--- src/include/bmx_pkg.sv ---
// Constants, types and carriers shared by the block multiplexer channel files
// Summary of operation
// - At most eight control units share the standard I/O link; a 3-bit unit field.
// - Aggregate transfer rate never exceeds 500 KB/sec; bytes are paced apart. Code paces only within a connection; each fetch clears the pace count.
// - Each subchannel holds one I/O operation; a busy subchannel refuses a launch.
// - Forty subchannels: 32 nonshared plus shared ones, 8x16 or 4x32 as delivered.
// - Shared addresses per subchannel are a multiple of 8; count times size is 128.
// - Every shared subchannel runs selector, block multiplexing or chaining mode.
// - Default mode by upper digit: 8,A,C selector; 9,B,D chaining; E,F block.
// - Selector subchannels never disconnect during a command-chained program.
// - Block mode disconnects only if the unit allows it and the mode bit is set.
// - Chaining mode raises service priority while connected, else acts as selector.
// - At launch the mode bit picks block or selector for block-mode subchannels.
// - Mode bit clears at initial program load; software may change it any time.
// - While the mode bit is zero, abort behaves exactly like probe.
// - Subchannel state lives in storage, fetched into the single unit control word.
// - All data moves by stolen storage cycles, never by program transfers.
// - Channel end without device end disconnects in block mode, keeping state.
// - Device end on a disconnected device reloads state when the channel is free.
// - Disconnect raises channel-available if an instruction met a busy channel.
package bmx_pkg;
   // ==========================================================
   // Timing
   localparam int       CLK_NS       = 25;
   localparam int       BYTE_NS      = 2000;
   localparam logic [6:0] PACE_CYC   = 7'(BYTE_NS / CLK_NS);
   // ==========================================================
   // Geometry
   localparam int       NUM_SUB      = 40;
   localparam logic [15:0] SUBCH_BASE = 16'hF000;
   // ==========================================================
   // Register offsets and fields
   localparam logic [7:0] REG_CTRL   = 8'h00;
   localparam logic [7:0] REG_MODES  = 8'h04;
   localparam logic [7:0] REG_CFG    = 8'h08;
   localparam logic [7:0] REG_INSTR  = 8'h0C;
   localparam logic [7:0] REG_STAT   = 8'h10;
   localparam int       INSTR_OP_LSB = 8;
   localparam int       STAT_CC_LSB  = 0;
   localparam int       STAT_DONE    = 2;
   localparam int       STAT_PEND    = 3;
   localparam int       STAT_ST_LSB  = 4;
   // ==========================================================
   // Reset values and sharing-size limits
   localparam logic [15:0] MODE_TAB_RST = 16'h5888;
   localparam logic [2:0]  SHLOG_RST    = 3'h4;
   localparam logic [2:0]  SHLOG_MIN    = 3'h4;
   localparam logic [2:0]  SHLOG_MAX    = 3'h7;
   // ==========================================================
   // Types
   typedef enum logic [1:0] {
      MODE_SEL = 2'b00,
      MODE_BLK = 2'b01,
      MODE_HPC = 2'b10
   } bmx_mode_e;
   typedef enum logic [2:0] {
      OP_NONE   = 3'b000,
      OP_LAUNCH = 3'b001,
      OP_PROBE  = 3'b010,
      OP_ABORT  = 3'b011,
      OP_CHTEST = 3'b100,
      OP_HALT   = 3'b101
   } bmx_op_e;
   typedef enum logic [1:0] {
      ST_IDLE  = 2'b00,
      ST_FETCH = 2'b01,
      ST_CONN  = 2'b10,
      ST_SAVE  = 2'b11
   } bmx_state_e;
   typedef struct packed {
      logic       chan_end;
      logic       dev_end;
      logic       disc_ok;
      logic       reconn;
      logic       data_req;
      logic [2:0] unit;
      logic [7:0] addr;
      logic [7:0] data;
   } bmx_link_s;
   typedef struct packed {
      bmx_state_e  st;
      logic        ack;
      logic [31:0] rdat;
      logic        mode_bit;
      logic [15:0] mode_tab;
      logic [2:0]  shlog;
      logic [NUM_SUB-1:0] busy;
      logic [1:0]  cc;
      logic        done;
      logic        pend;
      logic        avail;
      logic [31:0] unit_control_word;
      logic [5:0]  cur_idx;
      bmx_mode_e   cur_mode;
      logic        sv_disc;
      logic        st_req;
      logic        st_we;
      logic [15:0] st_addr;
      logic [31:0] st_dat;
      logic [6:0]  pace;
      logic        svc;
      logic        ce_prev;
      logic        de_prev;
      logic        hiprio;
   } bmx_state_s;
endpackage

--- src/hdl/bmx_channel.sv ---
// Block multiplexer channel: subchannels, modes, instructions, cycle stealing
//
// Added by the designer: the Wishbone interface to the registers and the register addresses.
module bmx_channel
   import bmx_pkg::*;
(
   // Clock, reset, enable
   input  wire logic        sys_clk_i,
   input  wire logic        reset_n_i,
   input  wire logic        ce_i,
   // Wishbone slave
   input  wire logic        wb_cyc_i,
   input  wire logic        wb_stb_i,
   input  wire logic        wb_we_i,
   input  wire logic [7:0]  wb_adr_i,
   input  wire logic [3:0]  wb_sel_i,
   input  wire logic [31:0] wb_dat_i,
   output logic      [31:0] wb_dat_o,
   output logic             wb_ack_o,
   // Processor side
   input  wire logic        initial_program_load_i,
   output logic             hiprio_o,
   output logic             chan_avail_o,
   // Storage cycle-steal port
   output logic             st_req_o,
   output logic             st_we_o,
   output logic      [15:0] st_addr_o,
   output logic      [31:0] st_dat_o,
   input  wire logic        st_ack_i,
   input  wire logic [31:0] st_dat_i,
   // Control unit link
   input  wire bmx_link_s   link_i,
   output logic             cu_svc_o
);
   bmx_state_s q, d;
   bmx_link_s  sl;
   logic       iv, ish, rv, rsh;
   logic [5:0] iidx, ridx;
   bmx_mode_e  imode, rmode;
   logic       wr, chbusy, ins_go, ce_rise, de_rise, busy_try;
   logic [31:0] wmask;
   logic [1:0]  probe_cc;
   bmx_op_e     op;

   // ==========================================================
   // Link pins pass the synchroniser
   // 3-bit unit field
   bmx_sync3 #(.W($bits(bmx_link_s))) u_sync (
      .sys_clk_i (sys_clk_i),
      .reset_n_i (reset_n_i),
      .ce_i      (ce_i),
      .d_i       (link_i),
      .q_o       (sl)
   );

   // Instruction address decode
   bmx_subch_map u_map_ins (
      .addr_i     (wb_dat_i[7:0]),
      .shlog_i    (q.shlog),
      .mode_tab_i (q.mode_tab),
      .valid_o    (iv),
      .shared_o   (ish),
      .idx_o      (iidx),
      .mode_o     (imode)
   );

   // Reconnect address decode
   bmx_subch_map u_map_rec (
      .addr_i     (sl.addr),
      .shlog_i    (q.shlog),
      .mode_tab_i (q.mode_tab),
      .valid_o    (rv),
      .shared_o   (rsh),
      .idx_o      (ridx),
      .mode_o     (rmode)
   );

   // Effective mode of a block-mode subchannel taken at launch and at reconnect
   function automatic bmx_mode_e eff_mode(input bmx_mode_e m, input logic bit0);
      eff_mode = (m == MODE_BLK && !bit0) ? MODE_SEL : m;
   endfunction

   // ==========================================================
   // Next-state logic
   always_comb begin
      d        = q;
      d.avail  = 1'b0;
      d.rdat   = 32'h0000_0000;
      d.ack    = wb_cyc_i & wb_stb_i & ~q.ack;
      wr       = wb_cyc_i & wb_stb_i & wb_we_i & q.ack;
      wmask    = {{8{wb_sel_i[3]}}, {8{wb_sel_i[2]}}, {8{wb_sel_i[1]}}, {8{wb_sel_i[0]}}};
      chbusy   = (q.st != ST_IDLE);
      ins_go   = wr && (wb_adr_i == REG_INSTR) && (wb_sel_i[1:0] == 2'b11);
      op       = bmx_op_e'(wb_dat_i[INSTR_OP_LSB +: 3]);
      busy_try = ins_go && chbusy && op != OP_NONE && !(op == OP_ABORT && q.mode_bit);
      ce_rise  = sl.chan_end & ~q.ce_prev;
      de_rise  = sl.dev_end & ~q.de_prev;
      d.ce_prev = sl.chan_end;
      d.de_prev = sl.dev_end;
      probe_cc = !iv ? 2'd3 : (q.busy[iidx] ? 2'd2 : 2'd0);

      // Register reads answer with the acknowledge
      if (wb_cyc_i && wb_stb_i && !q.ack && !wb_we_i) begin
         case (wb_adr_i)
            REG_CTRL:  d.rdat = {31'h0, q.mode_bit};
            REG_MODES: d.rdat = {16'h0000, q.mode_tab};
            REG_CFG:   d.rdat = {29'h0, q.shlog};
            REG_INSTR,
            REG_STAT:  d.rdat = {26'h0, q.st, q.pend, q.done, q.cc};
            default:   d.rdat = 32'h0000_0000;
         endcase
      end

      // Configuration writes; mode table held apart from mode bit
      if (wr) begin
         case (wb_adr_i)
            REG_CTRL: begin
               if (wb_sel_i[0]) begin
                  d.mode_bit = wb_dat_i[0];
               end
            end
            REG_MODES: begin
               d.mode_tab = (q.mode_tab & ~wmask[15:0]) | (wb_dat_i[15:0] & wmask[15:0]);
            end
            REG_CFG: begin
               if (wb_sel_i[0] && wb_dat_i[2:0] >= SHLOG_MIN && wb_dat_i[2:0] <= SHLOG_MAX) begin
                  d.shlog = wb_dat_i[2:0];
               end
            end
            default: begin
            end
         endcase
      end

      if (initial_program_load_i) begin
         d.mode_bit = 1'b0;
      end

      // Instruction execution
      if (ins_go) begin
         d.done = 1'b1;
         if (busy_try) begin
            d.cc   = 2'd2;
            d.pend = 1'b1;
         end else begin
            case (op)
               OP_LAUNCH: begin
                  if (chbusy) begin
                     d.cc = 2'd2;
                  end else if (!iv) begin
                     d.cc = 2'd3;
                  end else if (q.busy[iidx]) begin
                     d.cc = 2'd2;
                  end else begin
                     d.cc         = 2'd0;
                     d.busy[iidx] = 1'b1;
                     d.cur_idx    = iidx;
                     d.cur_mode   = eff_mode(imode, q.mode_bit);
                     d.st         = ST_FETCH;
                     d.st_req     = 1'b1;
                     d.st_we      = 1'b0;
                     d.st_addr    = SUBCH_BASE + {8'h00, iidx, 2'b00};
                  end
               end
               OP_PROBE: d.cc = probe_cc;
               OP_ABORT: begin
                  if (!q.mode_bit) begin
                     d.cc = probe_cc;
                  end else if (chbusy && q.cur_idx == iidx) begin
                     d.cc = 2'd2;
                  end else if (iv) begin
                     d.cc         = 2'd0;
                     d.busy[iidx] = 1'b0;
                  end else begin
                     d.cc = 2'd3;
                  end
               end
               OP_CHTEST: d.cc = 2'd0;
               OP_HALT: begin
                  d.cc = iv ? 2'd0 : 2'd3;
                  if (iv) begin
                     d.busy[iidx] = 1'b0;
                  end
               end
               default: d.cc = 2'd3;
            endcase
         end
      end

      // ==========================================================
      // Channel sequencer
      case (q.st)
         ST_IDLE: begin
            d.svc = 1'b0;
            if (!ins_go && sl.reconn && rv && q.busy[ridx]) begin
               d.cur_idx  = ridx;
               d.cur_mode = eff_mode(rmode, q.mode_bit);
               d.st       = ST_FETCH;
               d.st_req   = 1'b1;
               d.st_we    = 1'b0;
               d.st_addr  = SUBCH_BASE + {8'h00, ridx, 2'b00};
            end
         end
         ST_FETCH: begin
            if (q.st_req && st_ack_i) begin
               d.unit_control_word    = st_dat_i;
               d.st_req = 1'b0;
               d.pace   = 7'h00;
               d.st     = ST_CONN;
            end
         end
         ST_CONN: begin
            if (q.pace != 7'h00) begin
               d.pace = q.pace - 7'h01;
            end
            if (!sl.data_req) begin
               d.svc = 1'b0;
            end
            if (q.st_req) begin
               if (st_ack_i) begin
                  d.st_req         = 1'b0;
                  d.svc            = 1'b1;
                  d.unit_control_word[31:16]     = q.unit_control_word[31:16] + 16'h0001;
                  d.unit_control_word[15:0]      = q.unit_control_word[15:0] - 16'h0001;
                  d.pace           = PACE_CYC;
               end
            end else if (de_rise) begin
               d.busy[q.cur_idx] = 1'b0;
               d.sv_disc  = 1'b0;
               d.st       = ST_SAVE;
               d.st_req   = 1'b1;
               d.st_we    = 1'b1;
               d.st_addr  = SUBCH_BASE + {8'h00, q.cur_idx, 2'b00};
               d.st_dat   = q.unit_control_word;
            end else if (ce_rise && !sl.dev_end) begin
               if (q.cur_mode == MODE_BLK && sl.disc_ok) begin
                  d.sv_disc = 1'b1;
                  d.st      = ST_SAVE;
                  d.st_req  = 1'b1;
                  d.st_we   = 1'b1;
                  d.st_addr = SUBCH_BASE + {8'h00, q.cur_idx, 2'b00};
                  d.st_dat  = q.unit_control_word;
               end
            end else if (sl.data_req && !q.svc && q.pace == 7'h00) begin
               d.st_req  = 1'b1;
               d.st_we   = 1'b1;
               d.st_addr = q.unit_control_word[31:16];
               d.st_dat  = {24'h00_0000, sl.data};
            end
         end
         ST_SAVE: begin
            if (q.st_req && st_ack_i) begin
               d.st_req = 1'b0;
               d.st_we  = 1'b0;
               d.svc    = 1'b0;
               d.st     = ST_IDLE;
               if (q.sv_disc && q.pend) begin
                  d.avail = 1'b1;
                  // A busy attempt in this very cycle survives the clear
                  d.pend  = busy_try;
               end
            end
         end
         default: d.st = ST_IDLE;
      endcase

      d.hiprio = (d.st == ST_CONN) && (d.cur_mode == MODE_HPC);
   end

   // ==========================================================
   // State register
   always_ff @(posedge sys_clk_i) begin
      if (!reset_n_i) begin
         q          <= '0;
         q.mode_tab <= MODE_TAB_RST;
         q.shlog    <= SHLOG_RST;
      end else if (ce_i) begin
         q <= d;
      end
   end

   // Outputs straight from flops
   assign wb_dat_o     = q.rdat;
   assign wb_ack_o     = q.ack;
   assign hiprio_o     = q.hiprio;
   assign chan_avail_o = q.avail;
   assign st_req_o     = q.st_req;
   assign st_we_o      = q.st_we;
   assign st_addr_o    = q.st_addr;
   assign st_dat_o     = q.st_dat;
   assign cu_svc_o     = q.svc;
endmodule

--- src/hdl/bmx_sync3.sv ---
// Three-stage pin synchroniser, output moves once stages two and three agree
module bmx_sync3
   import bmx_pkg::*;
#(
   parameter int W = 24
) (
   // Clock, reset, enable
   input  wire logic         sys_clk_i,
   input  wire logic         reset_n_i,
   input  wire logic         ce_i,
   // Data
   input  wire logic [W-1:0] d_i,
   output logic      [W-1:0] q_o
);
   typedef struct packed {
      logic [W-1:0] s1;
      logic [W-1:0] s2;
      logic [W-1:0] s3;
      logic [W-1:0] o;
   } bmx_sync_s;

   bmx_sync_s q, d;

   // ==========================================================
   // Shift chain; majority of s2, s3 and held value equals agree-or-hold
   always_comb begin
      d    = q;
      d.s1 = d_i;
      d.s2 = q.s1;
      d.s3 = q.s2;
      d.o  = (q.s2 & q.s3) | (q.o & (q.s2 | q.s3));
   end

   always_ff @(posedge sys_clk_i) begin
      if (!reset_n_i) begin
         q <= '0;
      end else if (ce_i) begin
         q <= d;
      end
   end

   assign q_o = q.o;
endmodule

--- src/hdl/bmx_subch_map.sv ---
// Device address to subchannel index and configured mode decoder
module bmx_subch_map
   import bmx_pkg::*;
(
   // Lookup
   input  wire logic [7:0]  addr_i,
   input  wire logic [2:0]  shlog_i,
   input  wire logic [15:0] mode_tab_i,
   // Result
   output logic             valid_o,
   output logic             shared_o,
   output logic [5:0]       idx_o,
   output bmx_mode_e        mode_o
);
   logic [6:0] sh;
   logic [2:0] k;

   // ==========================================================
   // Nonshared at 20-3F, shared groups of 2^shlog from 80 upward
   // forty subchannel indices
   always_comb begin
      sh       = addr_i[6:0] >> shlog_i;
      k        = sh[2:0];
      valid_o  = 1'b0;
      shared_o = 1'b0;
      idx_o    = 6'h00;
      mode_o   = MODE_SEL;
      if (addr_i[7]) begin
         valid_o  = 1'b1;
         shared_o = 1'b1;
         idx_o    = {3'b100, k};
         case (mode_tab_i[{k, 1'b0} +: 2])
            2'b01:   mode_o = MODE_BLK;
            2'b10:   mode_o = MODE_HPC;
            default: mode_o = MODE_SEL;
         endcase
      end else if (addr_i[7:5] == 3'b001) begin
         valid_o = 1'b1;
         idx_o   = {1'b0, addr_i[4:0]};
         mode_o  = MODE_BLK;
      end
   end
endmodule

--- config.mk ---
export PLATFORM = sky130hd
export DESIGN_NAME = bmx_channel
export DESIGN_NICKNAME = d
export VERILOG_FILES = /design/src/include/bmx_pkg.sv /design/src/hdl/bmx_channel.sv /design/src/hdl/bmx_sync3.sv /design/src/hdl/bmx_subch_map.sv
export SDC_FILE = /design/constraint.sdc
export NUM_CORES = 1
export LEC_CHECK = 0
export BUFFER_PORTS_ARGS = -buffer_cell sky130_fd_sc_hd__buf_2
export CORE_MARGIN = 8
export CORE_UTILIZATION = 45
export CTS_CLUSTER_DIAMETER = 40
export DETAILED_ROUTE_END_ITERATION = 16
export GPL_TIMING_DRIVEN = 0
export PLACE_DENSITY_LB_ADDON = 0.1
export SYNTH_ARGS = -nofsm -noshare
export SYNTH_HDL_FRONTEND = slang
export SYNTH_SLANG_ARGS = --single-unit
--- constraint.sdc ---
create_clock -name sys_clk_i -period 3.4 [get_ports sys_clk_i]
set_clock_uncertainty 0.15 [all_clocks]
set_input_delay 0.68 -clock sys_clk_i [delete_from_list [all_inputs] [get_ports sys_clk_i]]
set_output_delay 0.68 -clock sys_clk_i [all_outputs]
set_load 0.01 [all_outputs]
=== Word level (Yosys, flattened, before mapping) ===
Index checks and enable logic that the tools add are counted.
Widths: inputs -> output; s select.

* Bitwise logic cells: 23
* $lt $le $gt $ge: 7
* Add/subtract/negate cells: 6
* Reductions and logical operators: 57
* Shift-type cells: 4
* Muxes and demuxes: 111
* Equality and inequality tests: 30

{| class="wikitable"
|+ Operator list
! kind !! count
|-
| $mux 40 || 10
|-
| $mux 18 || 7
|-
| $pmux 40 s3 || 1
|-
| $mux 51 || 2
|-
| $mux 50 || 2
|-
| $mux 32 || 3
|-
| $and 40x40->40 || 2
|-
| $mux 8 || 10
|-
| $not 40->40 || 2
|-
| $pmux 16 s4 || 1
|-
| $pmux 32 s2 || 1
|-
| $mux 2 || 28
|-
| $mux 49 || 1
|-
| $and 24x24->24 || 2
|-
| $or 24x24->24 || 2
|-
| $mux 44 || 1
|-
| $add 13x9->14 const A || 3
|-
| $or 40x40->40 || 1
|-
| $and 16x16->16 || 2
|-
| $mux 16 || 2
|-
| $pmux 16 s2 || 1
|-
| $shiftx 16x5->2 || 2
|-
| $logic_and 1x1->1 || 26
|-
| $lt 6x7->1 const B || 3
|-
| 48 further kinds || 123
|}

* Flip-flop bits (word level): 298
* Bits of input ports: 108
* Logic and storage cells: 266
* Output and inout bits: 86

=== Logic depth before layout (Yosys ltp) ===
* Word-level depth: 19
* Gate-level depth with buffers: 15
* Gate-level depth less buffers: 12

=== By module ===
Synthesis repeated with hierarchy kept, for this count alone.

* Cell total of the unflattened synthesis: 1950
* Area, all modules: 16154.2 um^2

{| class="wikitable"
|+ Modules (own cells, without submodules)
! module !! times used !! area an instance (um^2) !! cells an instance
|-
| bmx_channel || 1 || 11214.5 || 1437
|-
| bmx_sync3 || 1 || 4043.9 || 411
|-
| bmx_subch_map || 2 || 447.9 || 51
|}

=== Worst setup path after synthesis ===
No wires, ideal clock.

* Path type: input to register
* From: input port wb_dat_i[1]
* To: register q[128] (netlist name)
* Stages on the path: 12
* Arrival: 3.301 ns
* Required time: 3.164 ns
* Buffers on the path: 3
* Slack: -0.137 ns
* Cell sequence: mux2_4 a222oi_1 o21a_1 buf_4 buf_2 xnor2_1 nand4_1 a21oi_1 clkbuf_1 o22a_1 o21ai_0 a211oi_1

* Word-level cells in the longest chain between the ends: 18
* Elaborated cells between the ends (all ways): 28

{| class="wikitable"
|+ Ends and longest elaborated chain
! what !! RTL line !! RTL
|-
| start: declaration || bmx_channel.sv:17 || <nowiki>input wire logic [31:0] wb_dat_i,</nowiki>
|-
| $shr 7x3->3 / $mux 5 (equally long branches) || bmx_subch_map.sv:22, bmx_subch_map.sv:37 ||
|-
| $mux 6 (*) || bmx_subch_map.sv:28 || <nowiki>if (addr_i[7]) begin</nowiki>
|-
| $lt 6x7->1 (implied by the code) / $ge 6x1->1 (equally long branches) || bmx_channel.sv:156, bmx_channel.sv:173, bmx_channel.sv:182 ||
|-
| $logic_and 1x1->1 (implied by the code) || bmx_channel.sv:156, bmx_channel.sv:173, bmx_channel.sv:182 ||
|-
| $mux 1 (implied by the code) || bmx_channel.sv:156, bmx_channel.sv:173, bmx_channel.sv:182 ||
|-
| $demux 1 s6 || bmx_channel.sv:156, bmx_channel.sv:173, bmx_channel.sv:182 ||
|-
| $not 40->40 (no line) || - ||
|-
| $and 40x40->40 (no line) || - ||
|-
| (+2 left out) || - ||
|-
| $mux 40 || bmx_channel.sv:167 || <nowiki>if (!q.mode_bit) begin</nowiki>
|-
| $pmux 40 s3 (*) || bmx_channel.sv:146 || <nowiki>case (op)</nowiki>
|-
| $mux 40 (*) || bmx_channel.sv:142 || <nowiki>if (busy_try) begin</nowiki>
|-
| $mux 44 (*) || bmx_channel.sv:140 || <nowiki>if (ins_go) begin</nowiki>
|-
| $and 40x40->40 (no line) || - ||
|-
| $mux 40 || bmx_channel.sv:227 || <nowiki>end else if (de_rise) begin</nowiki>
|-
| $mux 40 || bmx_channel.sv:219 || <nowiki>if (q.st_req) begin</nowiki>
|-
| $mux 40 (*) || bmx_channel.sv:192 || <nowiki>case (q.st)</nowiki>
|-
| end: declaration || bmx_channel.sv:35 || <nowiki>bmx_state_s q, d;</nowiki>
|}

Every way passes the cells marked *; elsewhere a longest branch is shown, timed or not. The select of a mux whose other input is x is not followed.
A chain may end at the register's enable or synchronous reset.

=== Worst setup path in the final report ===
* From: register q[148] (netlist name)
* To: register q[110] (netlist name)

* Word-level cells in the longest chain between the ends: 18
* Elaborated cells between the ends (all ways): 27

{| class="wikitable"
|+ Ends and longest elaborated chain
! what !! RTL line !! RTL
|-
| $shr 7x3->3 (*) || bmx_subch_map.sv:22 || <nowiki>sh = addr_i[6:0] >> shlog_i;</nowiki>
|-
| $mux 6 (*) || bmx_subch_map.sv:28 ||
|-
| $lt 6x7->1 (implied by the code) / $ge 6x1->1 (equally long branches) || bmx_channel.sv:156, bmx_channel.sv:173, bmx_channel.sv:182 ||
|-
| $logic_and 1x1->1 (implied by the code) || bmx_channel.sv:156, bmx_channel.sv:173, bmx_channel.sv:182 ||
|-
| $mux 1 (implied by the code) || bmx_channel.sv:156, bmx_channel.sv:173, bmx_channel.sv:182 ||
|-
| $demux 1 s6 || bmx_channel.sv:156, bmx_channel.sv:173, bmx_channel.sv:182 ||
|-
| $not 40->40 (no line) || - ||
|-
| $and 40x40->40 (no line) || - ||
|-
| (+2 left out) || - ||
|-
| $mux 40 || bmx_channel.sv:167 ||
|-
| $pmux 40 s3 (*) || bmx_channel.sv:146 ||
|-
| $mux 40 (*) || bmx_channel.sv:142 ||
|-
| $mux 44 (*) || bmx_channel.sv:140 ||
|-
| $and 40x40->40 (no line) || - ||
|-
| $mux 40 || bmx_channel.sv:227 ||
|-
| $mux 40 || bmx_channel.sv:219 ||
|-
| $mux 40 (*) || bmx_channel.sv:192 ||
|}

Marks and branches as above.

==> impl_metrics.toml <==
[pwr]
ir_worst_vdd_mv = 0.4996
p_comb_frac = 0.090
p_switching_mw = 2.235
p_int_mw = 6.310
switching_share = 0.2616
seqPwrFrac = 0.376
p_per_area_mw_per_mm2 = 431.2
p_leak_nw = 7.876
pwr-share-clk = 0.533

[clock_tree]
root_buffer = "clkbuf_16"
cts-hold-fix-buffers = 0
cts_buffer_depth = 3
cts_tree = "built"
cts_buffers = 44
h-tree-depth = 2
cts_sinks = 270
insertion_delay_ns = 0.58
clk_pin_slew_ns = 0.05

[synth]
yosysTopAreaCell = "dfxtp_1"
synth_ff_type = "dfxtp_1"
synth_common_cells = "nor2_1, dfxtp_1, nand2_1, a21oi_1, o21ai_0"
synth_seq_area_share = 0.3486
yosys_register_bits = 270
synth-edff-count = 0
yosysMostFrequentCell = "nor2_1"
synthArstFlopShare = 0
ys_warn_count = 0
synth_area_per_cell_sq_um = 7.752
netlist_area_sq_mm = 0.01550
netlist.area_leader.share = 0.3486
synthCells = 2000
ys_types = 86
ys_top_cells_by_area = "dfxtp_1, mux2i_1, nor2_1, a21oi_1, o21ai_0"

[setup_path]
critPathTopFamily = "compound AO/OA/AOI/OAI gates"
end_kind = "flip-flop"
ff2ff_setup_slack_ns = -0.19
cp.required_ns = 3.73
crit_path_start_kind = "flip-flop"
path_cells = "buf_6 -> mux2_4 -> a222oi_1 -> buf_4 -> o21ai_4 -> mux2_4 -> o211ai_2 -> o311ai_4 -> o211ai_4 -> buf_12 -> and3_4 -> buf_12 -> buf_8 -> buf_8 -> a31oi_2 -> nor3_1"
worstPathArrival_ns = 3.93
criticalPathCategory = "reg2reg"
max_stage_delay_ns = 0.39
cpMaxStageDelayCell = "a222oi_1"
path_buf_inv = 6
cp_max_fo = 8

[global_routing]
grt_pass1_wl_um = 96080
grt_use_met1 = 0.3839
antenna_found_initial = 0
grt_pass1_vias = 15970
grt_max_degree = 13
use_met3 = 0.06047
use_met2 = 0.4709
gr-total-overflow = 0
grt_usage = 0.2987
grt_most_used_layer = "met2"

[timing]
holdWs_ns = 0.1829
clock.fmax_mhz = 278.3
hold_viol_final = 0
finalWorstSetupSlack_ns = -0.1933
setup_viol = 55
final.min_clock_period_ns = 3.593
period_share = 1.057
worst_pin_slew_ns = 1.116
max_slew_margin = 0.2506
rsz0062_at_grt = "true"
finalMaxSlewViolations = 0

[detailed_routing]
drtIter0Drc = 1797
viasPerCell = 6.131
num_vias = 16880
firstDrtPassIters = 6
ant_nets = 0
wl_per_cell_um = 23.26
drc = 0
drt-total-wl_um = 64050

[place]
hpwl_um = 46750
port_buffers = 152
gp_congestion = 1.038
place_inst = 2622

[final_layout]
post-route-util = 0.5794
final_layout_size_suffix_gt1_frac = 0.2398
antenna_cells = 0
layoutNonFillerInstCount = 2753
final.fill_count = 3318
fin_nets = 2374
area_growth_pct = 27.83

[status]
status = "finished, violations left"
violations = "setup timing"

[die]
core_sq_mm = 0.03420
die_x_um = 201.6
dieArea_sq_mm = 0.04065
rows = 68
die_y_um = 201.6
top_level_ports = 194
start_util = 0.4533

[job]
drv_cap = 0

[hold_path]
hold_class = "in2reg"
==> power groups by stage <==
stage          combinational (mW)  clock, mW  sequential, mW
2_1_floorplan               0.393          0            3.28
3_3_place_gp                0.629          0            3.28
3_5_place_dp                0.634          0            3.29
4_1_cts                     0.701       4.60            3.22
5_1_grt                     0.809       4.76            3.22
6_report                    0.770       4.56            3.22
==> sequential cells by signal, summed over array words and instances (netlist names), named ones only <==
name and flops:
u_sync.d 42, st_addr_o 16, st_req_o 1, cu_svc_o 1, st_we_o 1, u_sync.q 21
st_dat_o 32, hiprio_o 1, wb_dat_o 16, q 100, wb_ack_o 1, u_sync.q_o 21
chan_avail_o 1
==> repair_timing <==
| action | in CTS | in global routing |
|---|---|---|
| buffers inserted | 32 | 22 |
| setup endpoints to repair | 75 | 121 |
| pin swaps | 28 | 41 |
| resized for setup | 133 | 104 |
| gates cloned | 3 | 0 |
==> through the flow <==
stage / setup slack, ns / total power [mW] / TNS (ns) / cell area (sq um)
after floorplan: -0.05453 / 3.671 / -0.2346 / 15570
after global placement: -1.333 / 3.914 / -74.25 / 16900
after detailed placement: -1.387 / 3.919 / -77.03 / 16910
after CTS: -0.1142 / 8.517 / -1.263 / 19270
after global routing: -0.2632 / 8.786 / -10.59 / 19820
final: -0.1933 / 8.545 / -5.376 / 19820
==> layer usage <==
layer | vias up | wire, um
met5 | - | 0
met4 | 0 | 3074
met3 | 212 | 5934
met2 | 909 | 28730
met1 | 8065 | 26300
li1 | 7692 | -
==> final cells by class <==
class / count / area [sq um] / share of cell area
plain buffers: 229 / 1375 / 0.06939
clock buffers: 50 / 1175 / 0.05928
clock inverters: 31 / 325.3 / 0.01642
inverters: 30 / 113.9 / 0.005745
multi-input cells: 1483 / 9562 / 0.4825
flip-flops and latches: 270 / 5418 / 0.2734
well taps: 455 / 569.3 / 0.02873
repair buffers: 205 / 1280 / 0.06459
==> cell families after synthesis <==
group                      Yosys count  share of synthesized area
and+or+nand+nor                    720                     0.2117
AOI/OAI and AO/OA                  594                     0.2467
DFF                                270                     0.3486
buffers and inverters              263                    0.08748
muxes                              138                    0.09660
xor gates and xnor gates            11                   0.006214
adders and majority gates            3                   0.002421
other                                1                  0.0002419
==> worst register-to-register path, cell delays in order, from the launching register on <==
cell      delay (ns)
dfxtp_2         0.32
buf_6           0.12
mux2_4          0.30
a222oi_1        0.39
buf_4           0.22
o21ai_4         0.11
mux2_4          0.33
o211ai_2        0.21
o311ai_4        0.13
o211ai_4        0.20
buf_12          0.15
and3_4          0.19
buf_12          0.14
buf_8           0.14
buf_8           0.14
a31oi_2         0.08
nor3_1          0.19
==> path summary, 6_finish.rpt <==
check / startpoint / end / cells past startpoint
min reg2reg: st_dat_o[18]$_SDFFE_PN0P_ / st_dat_o[18]$_SDFFE_PN0P_ / 2
min: wb_dat_i[14] / flip-flop / 3
max reg2reg: q[148]$_SDFFE_PN0P_ / q[110]$_SDFFE_PN0P_ / 16
max: q[148]$_SDFFE_PN0P_ / q[110]$_SDFFE_PN0P_ / 16
==> cell usage in the layout, fill, tap and decap left out, types with 28 or more instances in the layout <==
| cell | count |
|---|---|
| a211oi_1 | 28 |
| a21o_1 | 30 |
| a21oi_1 | 163 |
| a22oi_1 | 31 |
| a31oi_1 | 30 |
| buf_2 | 157 |
| buf_4 | 128 |
| clkbuf_1 | 93 |
| clkbuf_16 | 45 |
| dfxtp_1 | 264 |
| inv_1 | 28 |
| mux2i_1 | 111 |
| nand2_1 | 172 |
| nand3_1 | 72 |
| nor2_1 | 272 |
| nor3_1 | 51 |
| o21ai_0 | 131 |
Power figures use the tool's default switching activity.
